$ cat src/include/ibsa_cfg.svh
// Constants of the instrument bus service access block
`ifndef IBSA_CFG_SVH
`define IBSA_CFG_SVH

// ****************************************************************
// Instrument bus locations
// ****************************************************************
`define IBSA_LOC_SWEEP_A 8'h0F
`define IBSA_LOC_SWEEP_B 8'h1F
`define IBSA_LOC_READOUT_CHAR 8'h2F
`define IBSA_LOC_VAR_RES 8'h3F
`define IBSA_LOC_ZAXIS_ATTEN 8'h4F
`define IBSA_LOC_READOUT_CTRL 8'h5F
`define IBSA_LOC_FDAC_CTRL 8'h70
`define IBSA_LOC_FDAC_VALUE 8'h71
`define IBSA_LOC_LO_DRIVER 8'h72
`define IBSA_LOC_SPAN_A 8'h75
`define IBSA_LOC_SPAN_B 8'h76
`define IBSA_LOC_PRESEL_CTRL 8'h77
`define IBSA_LOC_VIDEO_OFFSET 8'h78
`define IBSA_LOC_DISP_MODE 8'h79
`define IBSA_LOC_STORE_WR 8'h7A
`define IBSA_LOC_STORE_CTRL 8'h7B
`define IBSA_LOC_VIDEO_PROC 8'h7C
`define IBSA_LOC_PEAK_ADJ 8'h7E
`define IBSA_LOC_SUPPLY_STAT 8'hCF
`define IBSA_LOC_DAC_COMPARE 8'hF0
`define IBSA_LOC_PRESEL_FIT 8'hF7
`define IBSA_LOC_STORE_RD 8'hFA

// ****************************************************************
// Fields, codes and counts
// ****************************************************************
`define IBSA_DIR_BIT 7
`define IBSA_STEER_BIT 7
`define IBSA_FITTED_BIT 3
`define IBSA_ERR_ARG 8'h41
`define IBSA_ERR_DIR 8'h42
`define IBSA_MAX_PAIRS 5'h10
`define IBSA_ADDR_RESET 8'h00
`define IBSA_RES_BW_RESET 3'h0
`define IBSA_GAIN_RESET 7'h00
`define IBSA_SETUP_CYC 4'h2
`define IBSA_HOLD_CYC 4'h4

`endif

$ cat src/include/ibsa_pkg.sv
// Types of the instrument bus service access block
package ibsa_pkg;

    typedef enum logic [1:0] {
        IBSA_CMD_ADDR_SET = 2'b00,
        IBSA_CMD_ADDR_QRY = 2'b01,
        IBSA_CMD_DATA_SET = 2'b10,
        IBSA_CMD_DATA_QRY = 2'b11
    } ibsa_cmd_t;

    typedef enum logic [2:0] {
        IBSA_BUS_IDLE = 3'b000,
        IBSA_BUS_SETUP = 3'b001,
        IBSA_BUS_RISE = 3'b010,
        IBSA_BUS_DRIVE = 3'b011,
        IBSA_BUS_HOLD = 3'b100,
        IBSA_BUS_UNDRIVE = 3'b101,
        IBSA_BUS_FALL = 3'b110
    } ibsa_bus_t;

endpackage

$ cat src/rtl/ibsa_top.sv
// Service command interpreter driving the byte-wide instrument bus
`timescale 1ns/1ps
`include "ibsa_cfg.svh"

// What this block does
// Keep current address; set, report, target it
// Two hex characters, first is high nibble
// Bad or lone address character: error, no change
// Each data pair goes to current address
// Accept at most sixteen pairs per command
// Bad data pair skipped and error reported
// Data to an invalid location reports error
// Data query reads current location back
// Address then data in one message works
// Code 41 bad argument, 42 wrong direction
// Steering bit set: low three bits to bandwidth
// Steering bit clear: seven bits to gain
// 78 video offset, 79 display mode and scale
// 7A writes display data, FA reads, 7B storage
// 4F z-axis/attenuator enable, CF supply status
// 5F readout control, 2F readout characters
// 0F and 1F sweep control writes
// 75 and 76 set span attenuator
// 72 LO driver, 7E preselector tune trim
// 77 preselector control, F7 bit 3 fitted
// 70 control, 71 DAC value, F0 compare
// 7C video processor control
// Address moves with strobe low, data high
// Address bit 7 set means read location
module ibsa_top
(
    input wire logic core_clk_in,
    input wire logic rst_in,
    input wire logic cmd_start_in,
    input wire logic [1:0] cmd_kind_in,
    input wire logic char_valid_in,
    input wire logic [7:0] char_in,
    input wire logic cmd_end_in,
    output logic ready_out,
    output logic resp_valid_out,
    output logic [7:0] resp_byte_out,
    output logic err_valid_out,
    output logic [7:0] err_code_out,
    output logic [7:0] cur_addr_out,
    output logic [2:0] res_bw_sel_out,
    output logic [6:0] gain_level_out,
    output logic [7:0] ibus_addr_out,
    output logic ibus_valid_out,
    output logic [7:0] ibus_data_out,
    output logic ibus_data_oe_out,
    input wire logic [7:0] ibus_data_in,
    input wire logic board_fitted_flag_in
);

    // ************************************************************
    // Functions
    // ************************************************************

    // Upper-case hex only; bit 4 flags a legal digit
    function automatic logic [4:0] hex_val(input logic [7:0] c);
        logic [4:0] r;
        r = 5'h00;
        if (c >= 8'h30 && c <= 8'h39)
            r = {1'b1, c[3:0]};
        else if (c >= 8'h41 && c <= 8'h46)
            r = {1'b1, 4'(c[3:0] + 4'h9)};
        return r;
    endfunction

    function automatic logic is_write_loc(input logic [7:0] a);
        logic r;
        r = 1'b0;
        case (a)
            `IBSA_LOC_SWEEP_A, `IBSA_LOC_SWEEP_B: r = 1'b1;
            `IBSA_LOC_READOUT_CHAR, `IBSA_LOC_READOUT_CTRL:
                r = 1'b1;
            `IBSA_LOC_VAR_RES: r = 1'b1;
            `IBSA_LOC_ZAXIS_ATTEN: r = 1'b1;
            `IBSA_LOC_FDAC_CTRL, `IBSA_LOC_FDAC_VALUE: r = 1'b1;
            `IBSA_LOC_LO_DRIVER, `IBSA_LOC_PEAK_ADJ: r = 1'b1;
            `IBSA_LOC_SPAN_A, `IBSA_LOC_SPAN_B: r = 1'b1;
            `IBSA_LOC_PRESEL_CTRL: r = 1'b1;
            `IBSA_LOC_VIDEO_OFFSET, `IBSA_LOC_DISP_MODE:
                r = 1'b1;
            `IBSA_LOC_STORE_WR, `IBSA_LOC_STORE_CTRL: r = 1'b1;
            `IBSA_LOC_VIDEO_PROC: r = 1'b1;
            default: r = 1'b0;
        endcase
        return r;
    endfunction

    function automatic logic is_read_loc(input logic [7:0] a);
        logic r;
        r = 1'b0;
        case (a)
            `IBSA_LOC_SUPPLY_STAT: r = 1'b1;
            `IBSA_LOC_DAC_COMPARE: r = 1'b1;
            `IBSA_LOC_PRESEL_FIT: r = 1'b1;
            `IBSA_LOC_STORE_RD: r = 1'b1;
            default: r = 1'b0;
        endcase
        return r;
    endfunction

    // ************************************************************
    // Declarations
    // ************************************************************
    ibsa_pkg::ibsa_cmd_t kind_q;
    ibsa_pkg::ibsa_bus_t bus_q;
    logic active_q;
    logic half_q;
    logic pair_bad_q;
    logic [3:0] hi_nib_q;
    logic [4:0] pairs_q;
    logic [4:0] nib;
    logic [7:0] pair_byte;
    logic char_take;
    logic pair_done;
    logic start_take;
    logic end_take;
    logic launch_wr;
    logic launch_rd;
    logic bus_busy_q;
    logic bus_read_q;
    logic [7:0] wr_byte_q;
    logic [3:0] cnt_q;
    logic [7:0] rd_meta_q;
    logic [7:0] rd_sync_q;
    logic fit_meta_q;
    logic fit_sync_q;
    logic err_set;
    logic [7:0] err_code;

    // ************************************************************
    // Command intake
    // ************************************************************
    assign start_take = cmd_start_in && ready_out && !active_q;
    assign char_take = char_valid_in && ready_out && active_q;
    assign end_take = cmd_end_in && ready_out && active_q;
    assign nib = hex_val(char_in);
    assign pair_byte = {hi_nib_q, nib[3:0]};
    assign pair_done = char_take && half_q;

    // A finished data pair goes out only if both digits were legal,
    // the pair count is within limit and the location accepts it
    assign launch_wr = pair_done && kind_q == ibsa_pkg::IBSA_CMD_DATA_SET
        && !pair_bad_q && nib[4] && pairs_q < `IBSA_MAX_PAIRS
        && !cur_addr_out[`IBSA_DIR_BIT]
        && is_write_loc(cur_addr_out);

    assign launch_rd = start_take
        && cmd_kind_in == ibsa_pkg::IBSA_CMD_DATA_QRY
        && cur_addr_out[`IBSA_DIR_BIT]
        && is_read_loc(cur_addr_out);

    always_ff @(posedge core_clk_in)
    begin
        if (rst_in)
        begin
            active_q <= 1'b0;
            kind_q <= ibsa_pkg::IBSA_CMD_ADDR_SET;
        end
        else if (start_take)
        begin
            // Queries carry no argument and finish on the start
            active_q <= cmd_kind_in == ibsa_pkg::IBSA_CMD_ADDR_SET
                || cmd_kind_in == ibsa_pkg::IBSA_CMD_DATA_SET;
            kind_q <= ibsa_pkg::ibsa_cmd_t'(cmd_kind_in);
        end
        else if (end_take)
        begin
            active_q <= 1'b0;
        end
    end

    // Pair assembly state
    always_ff @(posedge core_clk_in)
    begin
        if (rst_in || start_take)
        begin
            half_q <= 1'b0;
            pair_bad_q <= 1'b0;
            hi_nib_q <= 4'h0;
            pairs_q <= 5'h00;
        end
        else if (char_take)
        begin
            half_q <= !half_q;
            if (!half_q)
            begin
                hi_nib_q <= nib[3:0];
                pair_bad_q <= !nib[4];
            end
            else if (pairs_q < `IBSA_MAX_PAIRS)
            begin
                pairs_q <= 5'(pairs_q + 5'h01);
            end
        end
    end

    // Address register: only the first pair of the argument is taken,
    // and only if both its digits are legal; later pairs leave it untouched
    always_ff @(posedge core_clk_in)
    begin
        if (rst_in)
            cur_addr_out <= `IBSA_ADDR_RESET;
        else if (pair_done && kind_q == ibsa_pkg::IBSA_CMD_ADDR_SET
            && pairs_q == 5'h00 && !pair_bad_q && nib[4])
            cur_addr_out <= pair_byte;
    end

    // ************************************************************
    // Error reporting
    // ************************************************************
    always_comb
    begin
        err_set = 1'b0;
        err_code = `IBSA_ERR_ARG;
        if (pair_done && (pair_bad_q || !nib[4]))
        begin
            err_set = 1'b1;
        end
        else if (pair_done && pairs_q >= 5'h01
            && kind_q == ibsa_pkg::IBSA_CMD_ADDR_SET)
        begin
            err_set = 1'b1;
        end
        else if (pair_done && pairs_q >= `IBSA_MAX_PAIRS)
        begin
            err_set = 1'b1;
        end
        else if (pair_done && kind_q == ibsa_pkg::IBSA_CMD_DATA_SET)
        begin
            if (cur_addr_out[`IBSA_DIR_BIT])
            begin
                err_set = 1'b1;
                err_code = `IBSA_ERR_DIR;
            end
            else if (!is_write_loc(cur_addr_out))
            begin
                err_set = 1'b1;
            end
        end
        else if (end_take && (half_q
            || (kind_q == ibsa_pkg::IBSA_CMD_ADDR_SET
            && pairs_q == 5'h00)))
        begin
            err_set = 1'b1;
        end
        else if (start_take
            && cmd_kind_in == ibsa_pkg::IBSA_CMD_DATA_QRY)
        begin
            if (!cur_addr_out[`IBSA_DIR_BIT])
            begin
                err_set = 1'b1;
                err_code = `IBSA_ERR_DIR;
            end
            else if (!is_read_loc(cur_addr_out))
            begin
                err_set = 1'b1;
            end
        end
    end

    always_ff @(posedge core_clk_in)
    begin
        if (rst_in)
        begin
            err_valid_out <= 1'b0;
            err_code_out <= 8'h00;
        end
        else
        begin
            err_valid_out <= err_set;
            if (err_set)
                err_code_out <= err_code;
        end
    end

    // ************************************************************
    // Answers to the controller
    // ************************************************************
    always_ff @(posedge core_clk_in)
    begin
        if (rst_in)
        begin
            resp_valid_out <= 1'b0;
            resp_byte_out <= 8'h00;
        end
        else if (start_take
            && cmd_kind_in == ibsa_pkg::IBSA_CMD_ADDR_QRY)
        begin
            resp_valid_out <= 1'b1;
            resp_byte_out <= cur_addr_out;
        end
        else if (bus_q == ibsa_pkg::IBSA_BUS_UNDRIVE && bus_read_q)
        begin
            resp_valid_out <= 1'b1;
            // The fitted flag comes from this board itself
            if (ibus_addr_out == `IBSA_LOC_PRESEL_FIT)
            begin
                resp_byte_out <= 8'h00;
                resp_byte_out[`IBSA_FITTED_BIT] <= fit_sync_q;
            end
            else
            begin
                resp_byte_out <= rd_sync_q;
            end
        end
        else
        begin
            resp_valid_out <= 1'b0;
        end
    end

    // Ready drops the cycle after a bus transfer is launched and
    // returns when the strobe has fallen again
    always_ff @(posedge core_clk_in)
    begin
        if (rst_in)
            ready_out <= 1'b1;
        else if (launch_wr || launch_rd)
            ready_out <= 1'b0;
        else if (bus_q == ibsa_pkg::IBSA_BUS_FALL)
            ready_out <= 1'b1;
    end

    // ************************************************************
    // Pin synchronisers
    // ************************************************************
    always_ff @(posedge core_clk_in)
    begin
        if (rst_in)
        begin
            rd_meta_q <= 8'h00;
            rd_sync_q <= 8'h00;
            fit_meta_q <= 1'b0;
            fit_sync_q <= 1'b0;
        end
        else
        begin
            rd_meta_q <= ibus_data_in;
            rd_sync_q <= rd_meta_q;
            fit_meta_q <= board_fitted_flag_in;
            fit_sync_q <= fit_meta_q;
        end
    end

    // ************************************************************
    // Instrument bus sequencer
    // ************************************************************
    // Address settles while the strobe is low, data moves only
    // while it is high, so a board never latches a mixed pair
    always_ff @(posedge core_clk_in)
    begin
        if (rst_in)
        begin
            bus_q <= ibsa_pkg::IBSA_BUS_IDLE;
            bus_busy_q <= 1'b0;
            bus_read_q <= 1'b0;
            wr_byte_q <= 8'h00;
            cnt_q <= 4'h0;
            ibus_addr_out <= 8'h00;
            ibus_valid_out <= 1'b0;
            ibus_data_out <= 8'h00;
            ibus_data_oe_out <= 1'b0;
        end
        else
        begin
            unique case (bus_q)
                ibsa_pkg::IBSA_BUS_IDLE:
                begin
                    if (launch_wr || launch_rd)
                    begin
                        bus_q <= ibsa_pkg::IBSA_BUS_SETUP;
                        bus_busy_q <= 1'b1;
                        bus_read_q <= launch_rd;
                        wr_byte_q <= pair_byte;
                        ibus_addr_out <= cur_addr_out;
                        cnt_q <= `IBSA_SETUP_CYC;
                    end
                end
                ibsa_pkg::IBSA_BUS_SETUP:
                begin
                    if (cnt_q == 4'h1)
                        bus_q <= ibsa_pkg::IBSA_BUS_RISE;
                    else
                        cnt_q <= 4'(cnt_q - 4'h1);
                end
                ibsa_pkg::IBSA_BUS_RISE:
                begin
                    ibus_valid_out <= 1'b1;
                    bus_q <= ibsa_pkg::IBSA_BUS_DRIVE;
                end
                ibsa_pkg::IBSA_BUS_DRIVE:
                begin
                    ibus_data_out <= wr_byte_q;
                    ibus_data_oe_out <= !bus_read_q;
                    cnt_q <= `IBSA_HOLD_CYC;
                    bus_q <= ibsa_pkg::IBSA_BUS_HOLD;
                end
                ibsa_pkg::IBSA_BUS_HOLD:
                begin
                    // Long enough for read data to clear the sync
                    if (cnt_q == 4'h1)
                        bus_q <= ibsa_pkg::IBSA_BUS_UNDRIVE;
                    else
                        cnt_q <= 4'(cnt_q - 4'h1);
                end
                ibsa_pkg::IBSA_BUS_UNDRIVE:
                begin
                    ibus_data_oe_out <= 1'b0;
                    bus_q <= ibsa_pkg::IBSA_BUS_FALL;
                end
                ibsa_pkg::IBSA_BUS_FALL:
                begin
                    ibus_valid_out <= 1'b0;
                    bus_busy_q <= 1'b0;
                    bus_q <= ibsa_pkg::IBSA_BUS_IDLE;
                end
                default:
                begin
                    bus_q <= ibsa_pkg::IBSA_BUS_IDLE;
                end
            endcase
        end
    end

    // ************************************************************
    // Variable resolution shadow
    // ************************************************************
    // Same byte, two destinations chosen by the steering bit
    always_ff @(posedge core_clk_in)
    begin
        if (rst_in)
        begin
            res_bw_sel_out <= `IBSA_RES_BW_RESET;
            gain_level_out <= `IBSA_GAIN_RESET;
        end
        else if (launch_wr && cur_addr_out == `IBSA_LOC_VAR_RES)
        begin
            if (pair_byte[`IBSA_STEER_BIT])
                res_bw_sel_out <= pair_byte[2:0];
            else
                gain_level_out <= pair_byte[6:0];
        end
    end

endmodule // ibsa_top

$ cat config.mk
export PLATFORM = sky130hd
export DESIGN_NAME = ibsa_top
export DESIGN_NICKNAME = d
export VERILOG_FILES = /design/src/include/ibsa_pkg.sv /design/src/rtl/ibsa_top.sv
export VERILOG_INCLUDE_DIRS = /design/src /design/src/include
export SDC_FILE = /design/constraint.sdc
export NUM_CORES = 1
export LEC_CHECK = 0
export ABC_CLOCK_PERIOD_IN_PS = 3900
export BUFFER_PORTS_ARGS = -buffer_cell sky130_fd_sc_hd__buf_2
export CORE_UTILIZATION = 50
export CTS_CLUSTER_SIZE = 8
export DETAILED_ROUTE_END_ITERATION = 6
export PLACE_DENSITY_LB_ADDON = 0.15
export SLEW_MARGIN = 30
export SYNTH_ARGS = -nofsm -noshare
export SYNTH_HDL_FRONTEND = slang
export SYNTH_SLANG_ARGS = --single-unit
export TNS_END_PERCENT = 1
$ cat constraint.sdc
create_clock -name core_clk_in -period 3.9 [get_ports core_clk_in]
set_clock_uncertainty 0.05 [all_clocks]
set_input_delay 0.585 -clock core_clk_in [delete_from_list [all_inputs] [get_ports core_clk_in]]
set_output_delay 0.585 -clock core_clk_in [all_outputs]
set_load 0.01 [all_outputs]
==> results_dict.tcl <==
set metrics [dict create \
    antennaDiodeCount 0 \
    grt_overflow_total 0 \
    clk_pin_slew_worst_paths_ns 0.10 \
    fin_cells 649 \
    cts_setup_buffers 0 \
    drt_pass1_iterations 4 \
    wl_per_cell_um 14.4 \
    synth_edf_count 0 \
    final_area_um2 4810 \
    synth_commonest_cells "98 x dfxtp_1, 65 x nor2_1, 59 x nand2_1, 39 x mux2i_1, 25 x a21oi_1" \
    ir_worst_vdd_uv 181 \
    vias_per_cell 5.29 \
    yosysMostFrequentCell "dfxtp_1" \
    synth_largest_area_cell "dfxtp_1" \
    postCtsHoldBufs 0 \
    async_flop_share 0 \
    antenna_found_initial 0 \
    worst_slew_pin_slew_ns 0.784 \
    die_w_um 94.0 \
    arrival_ns 2.71 \
    crit_type "reg -> reg" \
    ys_seq_area_frac 0.464 \
    setup_ws_ns 1.36 \
    r2r_slack_ns 1.36 \
    nets 571 \
    netlist.area_leader.share 0.464 \
    critPathMaxFanout 10 \
    status "finished, final reports clean" \
    hpwl_um 6680 \
    fp.dieH_um 94.0 \
    cts_buffers 9 \
    portBuffers 73 \
    synth-compound-area-share 0.114 \
    syn_inst 479 \
    insertion_delay_ns 0.36 \
    vias 3434 \
    dp_cells 633 \
    route.detailed.drc 0 \
    hp-class "in -> reg" \
    synthMuxAreaShare 0.0923 \
    cap_violations 0 \
    maxSlewHeadroom 0.472 \
    htree_levels 3 \
    synthTopCellsByArea "dfxtp_1 46%, mux2i_1 9.2%, nor2_1 5.8%, nand2_1 5.2%, nor2b_1 3.5%" \
    synthDistinctLibCells 56 \
    holdWs_ns 0.373 \
    cts.sinks 98 \
    ctsResizeCount 0 \
    routed_wl_um 9330 \
    layout-drive-gt1-share 0.193 \
    cts_tree "done" \
    rsz0062_at_grt "false" \
    crit_path_end_kind "register" \
    io_pins 79 \
    leakagePower_nw 1.86 \
    synth_top_family_by_area "simple AND/OR/NAND/NOR gates" \
    syn_avg_cell_area_um2 8.83 \
    initial_utilization 0.515 \
    cts-root-buf "clkbuf_8" \
    num_rows 33 \
    yosys_register_bits 98 \
    synthAdderAreaFrac 0.0237 \
    crit_required_ns 4.07 \
    synth_area_um2 4230 \
    slew_viol_final 0 \
    dp_slack_ns 1.05 \
    final.fill_count 824 \
    synth-main-ff-cell "dfxtp_1" \
    grt_pass1_vias 3207 \
    placed_area_um2 4620 \
    dr.first_iter.drc_count 254 \
    synth-xor-area-share 0.0145 \
    grt_pass1_wl_um 15600 \
    setup_violations 0 \
    cellPowerDensity_nw_per_um2 365 \
    tns_ns 0 \
    core_um2 8220 \
    ys_warn_count 0 \
    grt_max_degree 51 \
    fin_crit_ns 2.54 \
    hold_viol 0 \
    period_share 0.651 \
    critPathLaunchType "register" \
    area_growth_pct 13.8 \
    fmax_mhz 394 \
    synth_simple_gate_area_frac 0.245 \
    antenna_left 0 \
    cts_max_path_buffers 2 \
    die-area_um2 8830 \
    gp_congestion 0.779 \
    grtUsageTotal 0.228 \
]
## report_power, final
| part | internal, W | switching, W |
|---|---|---|
| clock network | 0.000277 | 0.000367 |
| logic | 0.0000337 | 0.0000553 |
| registers | 0.00102 | 0.00000667 |
## final timing paths
check | from | end | depth (start not counted)
worst min register to register | rd_meta_q[6] | rd_sync_q[6] | 1
worst min-delay path | ibus_data_in[5] | rd_meta_q[5] | 2
worst max register to register | cur_addr_out[0] | err_code_out[1] | 6
worst max-delay path | cur_addr_out[0] | err_code_out[1] | 6
## routing by layer
layer,wire [µm],share of wire,global-route usage
met5,0,0,0
met2,4420,0.47,0.372
met1,4390,0.47,0.299
met4,131,0.014,0.0885
met3,390,0.042,0.0396
## kinds of logic after synthesis
logic type               count (synthesis)
flip-flops                              98
AND/OR/NAND/NOR                        213
adder cells (fa/ha/maj)                  8
multiplexers                            39
other                                    1
buffers and inverters                   40
XOR/XNOR                                 7
AO/OA/AOI/OAI                           73
## cells in the final DEF, fill, tap and decap left out, types with 7 or more instances in the layout
| master | netlist | routed |
|---|---|---|
| ha_1 | 8 | 8 |
| nand3_1 | 17 | 17 |
| a31oi_1 | 10 | 10 |
| nand4_1 | 7 | 7 |
| nand2_1 | 59 | 59 |
| clkbuf_8 | 0 | 11 |
| nor2b_1 | 24 | 24 |
| buf_2 | 5 | 73 |
| nor3_1 | 12 | 12 |
| a21oi_1 | 25 | 25 |
| inv_1 | 9 | 9 |
| nor2_1 | 65 | 65 |
| dfxtp_1 | 98 | 98 |
| mux2i_1 | 39 | 39 |
| o21ai_0 | 15 | 15 |
## through the flow
stage	utilization	power [W]
final	0.586	0.00176
after global routing	0.586	0.00183
after CTS	0.586	0.00177
after detailed placement	0.562	0.00113
after global placement	0.562	0.00113
after floorplan	-	0.00111
## critical path, cell delays in order, from the launching register on
cell      delay, ns
dfxtp_1        0.53
nor4bb_1       0.39
nor4_2         0.12
o21ai_0        0.51
o21ai_0        0.39
o21a_1         0.29
nor3b_1        0.13
## cell type report
cell class / count / area [µm²] / area share
inverters: 9 / 33.8 / 0.00702
well taps: 105 / 131 / 0.0273
clock inverters: 5 / 45.0 / 0.00936
clock buffers: 11 / 151 / 0.0314
multi-input cells: 345 / 2100 / 0.437
flip-flops and latches: 98 / 1960 / 0.407
repair buffers: 76 / 388 / 0.0806
## state kept, by name (all words and copies together) (netlist names), 4 cells and up
| name | count |
|---|---|
| gain_level_out | 7 |
| ibus_data_out | 8 |
| rd_sync_q | 8 |
| cur_addr_out | 8 |
| pairs_q | 5 |
| rd_meta_q | 8 |
| hi_nib_q | 4 |
| wr_byte_q | 8 |
| cnt_q | 4 |
| ibus_addr_out | 8 |
| resp_byte_out | 8 |
No activity file was read; power rests on OpenSTA's default activity.
